### config.mk
export PLATFORM = sky130hd
export DESIGN_NAME = iop_pad_config
export DESIGN_NICKNAME = d
export VERILOG_FILES = /design/src/rtl/iop_pkg.sv /design/src/rtl/iop_pad_config.sv /design/src/rtl/iop_sync.sv
export SDC_FILE = /design/constraint.sdc
export NUM_CORES = 2
export LEC_CHECK = 0
export ABC_AREA = 1
export BUFFER_PORTS_ARGS = -buffer_cell sky130_fd_sc_hd__buf_2
export CORE_AREA = 8 8 720 722
export CTS_BUF_LIST = sky130_fd_sc_hd__clkbuf_8
export CTS_CLUSTER_SIZE = 25
export DETAILED_ROUTE_END_ITERATION = 8
export DIE_AREA = 0 0 728 730
export SLEW_MARGIN = 25
export SYNTH_ARGS = -nofsm -noshare
export SYNTH_HDL_FRONTEND = slang
export SYNTH_SLANG_ARGS = --single-unit
### constraint.sdc
create_clock -name ref_clk -period 2.5 [get_ports ref_clk]
set_input_delay 0.25 -clock ref_clk [delete_from_list [all_inputs] [get_ports ref_clk]]
set_output_delay 0.25 -clock ref_clk [all_outputs]
set_load 0.02 [all_outputs]
### src/rtl/iop_pkg.sv
package iop_pkg;

  // ---------------------------------------------------------------
  // Geometry
  // ---------------------------------------------------------------
  localparam int NUM_PORTS = 4;
  localparam int PORT_W = 32;
  localparam int NUM_LINES = NUM_PORTS * PORT_W;
  localparam int DRV_W = 2;
  localparam int SYNC_STAGES = 2;

  // Implemented lines of each port
  localparam logic [31:0] PORT_A_MASK = 32'h3ff9ffff;
  localparam logic [31:0] PORT_B_MASK = 32'hffffffff;
  localparam logic [31:0] PORT_C_MASK = 32'hffffffff;
  localparam logic [31:0] PORT_D_MASK = 32'h7fffffff;

  // ---------------------------------------------------------------
  // Test-port pin placement (flattened line index, port*32+bit)
  // ---------------------------------------------------------------
  localparam int TCK_LINE = 0;
  localparam int TDI_LINE = 1;
  localparam int TDO_LINE = 2;
  localparam int TMS_LINE = 3;

  // Pull-up on the test clock line while reset is held
  localparam logic [NUM_LINES-1:0] PAD_PU_RESET = 128'h1;

  // ---------------------------------------------------------------
  // Register map: 0x40 bytes per port, status word above
  // ---------------------------------------------------------------
  localparam int NUM_CFG = 9;
  localparam logic [3:0] REG_GPIO_EN = 4'h0;
  localparam logic [3:0] REG_OUT = 4'h1;
  localparam logic [3:0] REG_OE = 4'h2;
  localparam logic [3:0] REG_PULLUP = 4'h3;
  localparam logic [3:0] REG_PULLDN = 4'h4;
  localparam logic [3:0] REG_DRV0 = 4'h5;
  localparam logic [3:0] REG_DRV1 = 4'h6;
  localparam logic [3:0] REG_ANALOG = 4'h7;
  localparam logic [3:0] REG_TWOWIRE = 4'h8;
  localparam logic [3:0] REG_PIN = 4'h9;
  localparam logic [11:0] STATUS_ADDR = 12'h100;
  localparam int PORT_STRIDE_LSB = 6;
  localparam int STATUS_JTAG_BIT = 0;
  localparam int STATUS_BOOT_BIT = 1;

  // Reset values of the per-port configuration words
  localparam logic [31:0] GPIO_EN_RESET = 32'hffffffff;
  localparam logic [31:0] CFG_ZERO_RESET = 32'h00000000;

  typedef enum logic [3:0] {
    ST_WAIT1 = 4'b0001,
    ST_WAIT2 = 4'b0010,
    ST_SAMPLE = 4'b0100,
    ST_RUN = 4'b1000
  } iop_boot_t;

endpackage

### src/rtl/iop_pad_config.sv
`timescale 1ns/1ps
// Overview of operation
// - Test port enabled when test clock low
// - Pull-ups on clock, mode, data-in when enabled
// - Test clock pull-up on throughout reset
// - Test data out driven, no pull-up
// - Disabled test port frees pins as lines
// - Reset pin carries single-wire debug data
// - Two-wire pins open-drain, filtered when assigned
// - Per-line pull-up, pull-down, drive strength
// - Reset: inputs, pulls disabled except test clock pull-up
// - Reset: drive strength lowest
// - Analog function forces pulls off, except test-port pull-ups and the reset test clock pull-up
// - Four ports with documented line sets
// - Last listed function wins on conflict
// - Debug data only once debug enabled
module iop_pad_config
  import iop_pkg::*;
(
  input wire logic ref_clk,
  input wire logic arst_n,
  input wire logic psel,
  input wire logic penable,
  input wire logic pwrite,
  input wire logic [11:0] paddr,
  input wire logic [31:0] pwdata,
  output logic [31:0] prdata,
  output logic pready,
  output logic pslverr,
  input wire logic [NUM_LINES-1:0] padIn,
  output logic [NUM_LINES-1:0] padOut,
  output logic [NUM_LINES-1:0] padOe,
  output logic [NUM_LINES-1:0] padPullUp,
  output logic [NUM_LINES-1:0] padPullDn,
  output logic [NUM_LINES*DRV_W-1:0] padDrive,
  output logic [NUM_LINES-1:0] padFilter,
  input wire logic [NUM_LINES-1:0] periphOut,
  input wire logic [NUM_LINES-1:0] periphOe,
  output logic [NUM_LINES-1:0] periphIn,
  input wire logic [NUM_LINES-1:0] auxEn,
  input wire logic [NUM_LINES-1:0] auxOut,
  input wire logic [NUM_LINES-1:0] auxOe,
  output logic jtagEnabled,
  output logic jtagTck,
  output logic jtagTms,
  output logic jtagTdi,
  input wire logic jtagTdo,
  input wire logic rstPadIn,
  output logic rstPadOut,
  output logic rstPadOe,
  input wire logic dbgEnable,
  input wire logic dbgOut,
  input wire logic dbgOe,
  output logic dbgDataIn
);

  // ---------------------------------------------------------------
  // Helpers
  // ---------------------------------------------------------------
  function automatic logic [31:0] portMask(input int p);
    case (p)
      0: portMask = PORT_A_MASK;
      1: portMask = PORT_B_MASK;
      2: portMask = PORT_C_MASK;
      default: portMask = PORT_D_MASK;
    endcase
  endfunction

  function automatic logic isTestPin(input int line);
    isTestPin = (line == TCK_LINE) || (line == TDI_LINE) || (line == TDO_LINE) ||
      (line == TMS_LINE);
  endfunction

  // ---------------------------------------------------------------
  // Input synchronisers
  // ---------------------------------------------------------------
  logic [NUM_LINES-1:0] padSync;
  logic rstPadSync;

  iop_sync #(
    .WIDTH(NUM_LINES)
  ) u_pad_sync (
    .ref_clk(ref_clk),
    .arst_n(arst_n),
    .asyncIn(padIn),
    .syncOut(padSync)
  );

  iop_sync #(
    .WIDTH(1)
  ) u_rst_sync (
    .ref_clk(ref_clk),
    .arst_n(arst_n),
    .asyncIn(rstPadIn),
    .syncOut(rstPadSync)
  );

  // ---------------------------------------------------------------
  // Test-port detection at reset release
  // ---------------------------------------------------------------
  iop_boot_t boot_ff;
  iop_boot_t nxt_boot;
  logic jtagEn_ff;
  logic inReset_ff;

  always_comb begin
    case (boot_ff)
      ST_WAIT1: nxt_boot = ST_WAIT2;
      ST_WAIT2: nxt_boot = ST_SAMPLE;
      ST_SAMPLE: nxt_boot = ST_RUN;
      ST_RUN: nxt_boot = ST_RUN;
      default: nxt_boot = ST_RUN;
    endcase
  end

  always_ff @(posedge ref_clk or negedge arst_n) begin
    if (!arst_n) begin
      boot_ff <= ST_WAIT1;
    end else begin
      boot_ff <= nxt_boot;
    end
  end

  // Decision taken once, after the synchroniser has filled
  always_ff @(posedge ref_clk or negedge arst_n) begin
    if (!arst_n) begin
      jtagEn_ff <= 1'b0;
      inReset_ff <= 1'b1;
    end else if (boot_ff == ST_SAMPLE) begin
      jtagEn_ff <= ~padSync[TCK_LINE];
      inReset_ff <= 1'b0;
    end
  end

  assign jtagEnabled = jtagEn_ff;

  // ---------------------------------------------------------------
  // APB slave
  // ---------------------------------------------------------------
  logic [31:0] cfg_ff [0:NUM_PORTS-1][0:NUM_CFG-1];
  logic [31:0] prdata_ff;
  logic [1:0] selPort;
  logic [3:0] selReg;
  logic isStatus;
  logic inPortSpace;
  logic addrOk;
  logic wrEn;
  logic [31:0] nxt_rdata;

  assign selPort = paddr[PORT_STRIDE_LSB+1:PORT_STRIDE_LSB];
  assign selReg = paddr[5:2];
  assign isStatus = (paddr == STATUS_ADDR);
  assign inPortSpace = (paddr[11:8] == 4'h0) && (paddr[1:0] == 2'b00) &&
    (selReg <= REG_PIN);
  assign addrOk = isStatus || inPortSpace;
  assign wrEn = psel && penable && pwrite && inPortSpace && (selReg != REG_PIN);

  assign pready = 1'b1;
  assign pslverr = psel && penable && !addrOk;

  always_comb begin
    nxt_rdata = 32'h00000000;
    if (isStatus) begin
      nxt_rdata[STATUS_JTAG_BIT] = jtagEn_ff;
      nxt_rdata[STATUS_BOOT_BIT] = inReset_ff;
    end else if (inPortSpace) begin
      if (selReg == REG_PIN) begin
        nxt_rdata = padSync[selPort*PORT_W +: PORT_W] & portMask(int'(selPort));
      end else begin
        nxt_rdata = cfg_ff[selPort][selReg];
      end
    end
  end

  // Read data is captured in the setup cycle, ready in the access phase
  always_ff @(posedge ref_clk or negedge arst_n) begin
    if (!arst_n) begin
      prdata_ff <= 32'h00000000;
    end else if (psel && !penable && !pwrite) begin
      prdata_ff <= nxt_rdata;
    end
  end

  assign prdata = prdata_ff;

  // ---------------------------------------------------------------
  // Per-line configuration storage
  // ---------------------------------------------------------------
  always_ff @(posedge ref_clk or negedge arst_n) begin
    if (!arst_n) begin
      for (int p = 0; p < NUM_PORTS; p++) begin
        for (int r = 0; r < NUM_CFG; r++) begin
          if (r == int'(REG_GPIO_EN)) begin
            cfg_ff[p][r] <= GPIO_EN_RESET;
          end else begin
            cfg_ff[p][r] <= CFG_ZERO_RESET;
          end
        end
      end
    end else if (wrEn) begin
      // Unimplemented lines are written as zero; the GPIO enable reset value sets them to one
      cfg_ff[selPort][selReg] <= pwdata & portMask(int'(selPort));
    end
  end

  // ---------------------------------------------------------------
  // Pad control per line
  // ---------------------------------------------------------------
  logic [NUM_LINES-1:0] nxt_out;
  logic [NUM_LINES-1:0] nxt_oe;
  logic [NUM_LINES-1:0] nxt_pu;
  logic [NUM_LINES-1:0] nxt_pd;
  logic [NUM_LINES*DRV_W-1:0] nxt_drv;
  logic [NUM_LINES-1:0] nxt_filt;

  always_comb begin
    int p;
    int b;
    logic useGpio;
    logic selOut;
    logic selOe;
    logic twoWire;
    logic analog;
    logic [31:0] lineMask;
    p = 0;
    b = 0;
    useGpio = 1'b0;
    selOut = 1'b0;
    selOe = 1'b0;
    twoWire = 1'b0;
    analog = 1'b0;
    lineMask = 32'h00000000;
    nxt_out = '0;
    nxt_oe = '0;
    nxt_pu = '0;
    nxt_pd = '0;
    nxt_drv = '0;
    nxt_filt = '0;
    for (int i = 0; i < NUM_LINES; i++) begin
      p = i / PORT_W;
      b = i % PORT_W;
      lineMask = portMask(p);
      if (lineMask[b]) begin
        useGpio = cfg_ff[p][REG_GPIO_EN][b];
        if (auxEn[i]) begin
          // Later function in the list takes the pin
          selOut = auxOut[i];
          selOe = auxOe[i];
        end else if (useGpio) begin
          selOut = cfg_ff[p][REG_OUT][b];
          selOe = cfg_ff[p][REG_OE][b];
        end else begin
          selOut = periphOut[i];
          selOe = periphOe[i];
        end
        twoWire = cfg_ff[p][REG_TWOWIRE][b] && !useGpio && !auxEn[i];
        analog = cfg_ff[p][REG_ANALOG][b];
        if (twoWire) begin
          // Drive low only, release for high
          nxt_out[i] = 1'b0;
          nxt_oe[i] = selOe && !selOut;
          nxt_filt[i] = 1'b1;
        end else begin
          nxt_out[i] = selOut;
          nxt_oe[i] = selOe;
        end
        nxt_pu[i] = cfg_ff[p][REG_PULLUP][b] && !analog;
        nxt_pd[i] = cfg_ff[p][REG_PULLDN][b] && !analog;
        nxt_drv[i*DRV_W +: DRV_W] = {cfg_ff[p][REG_DRV1][b], cfg_ff[p][REG_DRV0][b]};
        if (jtagEn_ff && isTestPin(i)) begin
          if (i == TDO_LINE) begin
            nxt_out[i] = jtagTdo;
            nxt_oe[i] = 1'b1;
            nxt_pu[i] = 1'b0;
          end else begin
            nxt_out[i] = 1'b0;
            nxt_oe[i] = 1'b0;
            nxt_pu[i] = 1'b1;
          end
          nxt_pd[i] = 1'b0;
          nxt_filt[i] = 1'b0;
        end
        if (inReset_ff && (i == TCK_LINE)) begin
          nxt_pu[i] = 1'b1;
        end
      end
    end
  end

  // Registered pad controls: a write shows one edge later
  always_ff @(posedge ref_clk or negedge arst_n) begin
    if (!arst_n) begin
      padOut <= '0;
      padOe <= '0;
      padPullUp <= PAD_PU_RESET;
      padPullDn <= '0;
      padDrive <= '0;
      padFilter <= '0;
    end else begin
      padOut <= nxt_out;
      padOe <= nxt_oe;
      padPullUp <= nxt_pu;
      padPullDn <= nxt_pd;
      padDrive <= nxt_drv;
      padFilter <= nxt_filt;
    end
  end

  // ---------------------------------------------------------------
  // Input fan-out
  // ---------------------------------------------------------------
  logic [NUM_LINES-1:0] lineMaskAll;

  always_comb begin
    lineMaskAll = '0;
    for (int p = 0; p < NUM_PORTS; p++) begin
      lineMaskAll[p*PORT_W +: PORT_W] = portMask(p);
    end
  end

  always_ff @(posedge ref_clk or negedge arst_n) begin
    if (!arst_n) begin
      periphIn <= '0;
      jtagTck <= 1'b0;
      jtagTms <= 1'b0;
      jtagTdi <= 1'b0;
    end else begin
      // Test pins always reach the line logic; test outputs follow them only while the port is on
      periphIn <= padSync & lineMaskAll;
      jtagTck <= jtagEn_ff && padSync[TCK_LINE];
      jtagTms <= jtagEn_ff && padSync[TMS_LINE];
      jtagTdi <= jtagEn_ff && padSync[TDI_LINE];
    end
  end

  // ---------------------------------------------------------------
  // Reset pin as single-wire debug line
  // ---------------------------------------------------------------
  // Board side must not drive the pin while debug owns it
  always_ff @(posedge ref_clk or negedge arst_n) begin
    if (!arst_n) begin
      rstPadOut <= 1'b0;
      rstPadOe <= 1'b0;
      dbgDataIn <= 1'b0;
    end else begin
      rstPadOut <= dbgEnable && dbgOut;
      rstPadOe <= dbgEnable && dbgOe;
      dbgDataIn <= dbgEnable && rstPadSync;
    end
  end

endmodule

### src/rtl/iop_sync.sv
`timescale 1ns/1ps
module iop_sync
  import iop_pkg::*;
#(
  parameter int WIDTH = 1
) (
  input wire logic ref_clk,
  input wire logic arst_n,
  input wire logic [WIDTH-1:0] asyncIn,
  output logic [WIDTH-1:0] syncOut
);

  // ---------------------------------------------------------------
  // Two-stage synchroniser
  // ---------------------------------------------------------------
  logic [WIDTH-1:0] meta_ff;
  logic [WIDTH-1:0] sync_ff;

  always_ff @(posedge ref_clk or negedge arst_n) begin
    if (!arst_n) begin
      meta_ff <= '0;
      sync_ff <= '0;
    end else begin
      meta_ff <= asyncIn;
      sync_ff <= meta_ff;
    end
  end

  assign syncOut = sync_ff;

endmodule

==> results.txt <==
- In the synthesized netlist, the number of instances is between 10000 and 15000.
- Combinational power share: 0.105
- Of the cells placed in the final design, the portion with a size suffix greater than 1 is 0.236.
* Cell depth of the worst hold path: 6
- By startpoint and endpoint, the worst setup path is classified as in -> reg.
- # setup viols final: 3
- Worst setup startpoint: paddr[1]
- Total Power: 93.3 mW
- After synthesis the netlist holds a flip-flop and latch count of 2438.
- CTS Buffer Depth: 4
* Clock share of power: 0.461
- In this run the vertical extent of the chip is approximately 730 µm.
* Iteration-0 DRC count of the detailed router: ~9500
- Switching Power: 25.9 mW
- Post-route DRC: 0
- The number of hold violations in the final report is 1.
- Fillcell total: between 50000 and 60000
- TritonCTS built the clock tree.
* Crit path arrival time: approximately 3600 ps
- Cell accounting for the most synthesized area: dfrtp_1
* Number of buffers added by the clock tree synthesis step: between 400 and 500
* Overflow after GRT: 0
* Die Area: 0.531 mm²
- Multi-input gate area: roughly 0.029 mm²
- Tightest Hold Check Type: in -> reg
- Measured on the finished design, the core utilization comes to 0.284.
- Post-route antenna net violation count: 0
- The initial utilization of the core area, before any placement, comes to 0.189.
* Unrepaired setup endpoints after global routing: true
- Area of the mapped netlist: roughly 0.096 mm²
- Worst reg2reg endpoint: padOe[69]$_DFF_PN0_
* Status: finished with violations
- After legalization and detailed placement, the total HPWL measured a little under 600 mm.
- Max Fclk: just under 400 MHz
* Gpl congestion: roughly 0.99
- Synth Warn #: 0
* Critical path endpoint: prdata[13]$_DFFE_PN0P_
- For the pin with the worst max-slew slack, the measured transition is 1150 ps.
- Reg clk slew, reported paths: 60 ps
- Number of vias per cell after detailed routing: roughly 4.4
* Post-layout worst setup margin: -38.8 ps
* CTS H-Tree Depth: 5
* Slew margin rel.: 0.226
- Synthesized area divided by synthesized cell count: roughly 9.4 µm²
- Power share of the sequential group: 0.434
- The cell sitting at the root of the clock tree is a clkbuf_8.
- Critical Path Fanout Max: 23
- Total clock sinks: 2438
- Final hold analysis gives a worst-case slack of -0.486 ps.
- At the later pin of the worst-skew pair, clock insertion delay measures 1280 ps.
- Port Buffers: approximately 1800
- For this run, the post-layout net count is between 10000 and 15000.
- Final Cycle Share: 1.02
- The first global-routing pass estimated a little over 900 mm of wire.
- Compared with the post-synthesis result, the final layout area differs by 50.2%.
- Measured in cells, the most critical reg-to-reg path has a length of 7.
* Number of global-route vias before repair: 94121
- The setup check on the worst reg-to-reg path leaves a slack of -10 ps.
* Post-detailed-route wirelength per cell: roughly 33 µm
- Post-Route Skew: 136 ps
- All-Layer GR Usage: 0.257
- Number of library cell types mapped by synthesis: 37
- Time the final worst path needs with I/O delays and setup: between 2000 and 3000 ps
- Maximum VDD drop: 0.000685 V
- For this run, the register share of the synthesized area comes to 0.639.
- The final reports fail on hold timing, setup timing.
* Leading post-synthesis cells by cell area: dfrtp_1, o21ai_0, nand2_1
- Fraction of post-synthesis cell area in the top cell type by area: 0.603
- Across all layers, the routed design uses approximately 94000 vias.
- Cell internal power dissipation: between 60 and 70 mW
* Total power divided by cell area: around 650 mW/mm²
* Number of violations of the max-capacitance limit: 0
- approximately 1900 I/O pins were placed.
- Routed wire length: 712 mm
- The number of antenna violations at the first check in global routing is 250.
- Final Slew Violations: 0
- CP Launch Type: input pin
- Worst reg2reg path startpoint: cfg_ff[549]$_DFFE_PN1P_
- Critical Path Sink Type: register
- Before antenna repair, the detailed router went through 6 iterations.
- Of the total power, the share spent switching nets is 0.278.
- Seq. cell area: slightly above 0.06 mm²
- STA puts the critical path data required time at around 3600 ps.
- Die boundary width: 728 µm
- Maximum number of pins on one net before global-route repair: 106
- The region available for standard cell placement spans ~0.5 mm².
* Placement row count: 262
* Leakage power summed over all cells: between 70 and 80 nW
==> cell type report <==
type	count	share of cell area
Inverter	953	0.0252
Clock inverter	247	0.0151
Antenna cell	163	0.00284
Tap cell	6732	0.0586
Clock buffer	567	0.0542
Sequential cell	2438	0.425
Multi-Input combinational cell	6269	0.199
Timing Repair Buffer	3984	0.219
==> cells by family after synthesis <==
group,count (synthesis),share of synthesized area
and+or+nand+nor,3592,0.149
AOI/OAI and AO/OA,2625,0.145
DFF,2438,0.639
buffers and inverters,1560,0.0653
muxes,5,0.000536
adders and majority gates,5,0.000653
other,2,0.0000784
==> registers in the layout (all words and copies together) (netlist names), 128 cells and up <==
signal              cells
cfg_ff               1152
padDrive              246
u_pad_sync.meta_ff    128
u_pad_sync.syncOut    128
==> through the flow <==
stage	std cells	setup WS [ps]	cell area [µm²]	hold WS (ps)	TNS (ps)
2_1_floorplan	10267	150	95900	-45.6	0
3_3_place_gp	18825	-313	118000	247	-1600
3_5_place_dp	18825	-316	118000	251	-1650
4_1_cts	21174	-54.3	143000	0.0524	-54.3
5_1_grt	21273	-26.0	144000	20.7	-73.5
6_report	21353	-38.8	144000	-0.486	-59.3
==> power groups by stage <==
stage                     logic [mW]  clock network (mW)  registers, mW
final                           9.80                43.0           40.5
after global routing            10.3                45.4           40.5
after CTS                       9.71                43.7           40.5
after detailed placement        7.51                   0           41.2
after global placement          7.49                   0           41.2
after floorplan                 2.02                   0           41.5
==> placed cells by master, fill, tap and decap left out, types with 14 or more instances in the layout <==
cell type and count:
clkinv_2 46, bufinv_16 27, clkinvlp_4 21, nor3_1 50, a31oi_1 18, dfrtp_1 2292
o221ai_1 73, o22ai_1 54, nand2_1 2299, diode_2 163, o31ai_1 29, a21oi_1 352
conb_1 42, dfrtp_2 14, inv_1 1048, nand2_4 33, nand3_1 246, inv_2 24
nand4_1 24, nor2_1 897, o21ai_1 248, buf_4 465, clkbuf_8 567, buf_2 1809
o21ai_0 1709, nand2_2 17, buf_12 185, dfstp_2 130, dlygate4sd3_1 1520, o211ai_1 121
==> what timing repair did <==
item                       4_1_cts  5_1_grt
resized for setup               21       60
hold buffers                  1534        2
buffers inserted                 1       29
gates cloned                     0        0
hold endpoints to repair      4107        2
setup endpoints to repair       11       56
pin swaps                        0       12
==> critical path: stages <==
cell,delay [ps]
dlygate4sd3_1,560
buf_2,140
nor2_1,140
inv_1,80
nor2_2,160
inv_1,110
nor2_4,140
buf_12,150
dlygate4sd3_1,700
buf_4,200
nand2_2,70
buf_12,170
a31oi_2,390
buf_12,190
nand2_1,60
nand2_1,50
==> how the worst min path moves through the flow <==
stage / end / startpoint / slack, ps
floorplan: boot_ff[1]$_DFF_PN0_ / arst_n / -50
global placement: cfg_ff[758]$_DFFE_PN0P_ / arst_n / 250
detailed placement: cfg_ff[758]$_DFFE_PN0P_ / arst_n / 250
CTS: padOut[24]$_DFF_PN0_ / periphOut[24] / 0.05
global route: padOe[112]$_DFF_PN0_ / periphOe[112] / 20
finish: padOe[112]$_DFF_PN0_ / periphOe[112] / -0.5
==> cell usage after synthesis, drive strengths merged <==
library cell	number
nand2	2349
buf	258
nor3b	3
mux2	1
nand3	247
or2	1
o31ai	29
clkbuf	349
ha	5
a21boi	1
o211ai	121
o21ai	1960
nor4	2
a31oi	29
inv	949
o22ai	54
dfstp	131
conb	2
clkinv	4
nand4	24
a211oi	5
mux2i	4
a21oi	353
dfrtp	2307
o221ai	73
nor2	916
nor3	50
==> metal layers <==
| layer | routed length, µm | vias up | global-route usage |
|---|---|---|---|
| li1 | - | 41015 | - |
| met5 | 360 | - | 0 |
| met3 | 57700 | 1661 | 0.0655 |
| met4 | 87500 | 54 | 0.251 |
| met2 | 352000 | 5177 | 0.451 |
| met1 | 214000 | 46481 | 0.241 |
Note: power is estimated with default switching activity, not from simulation.
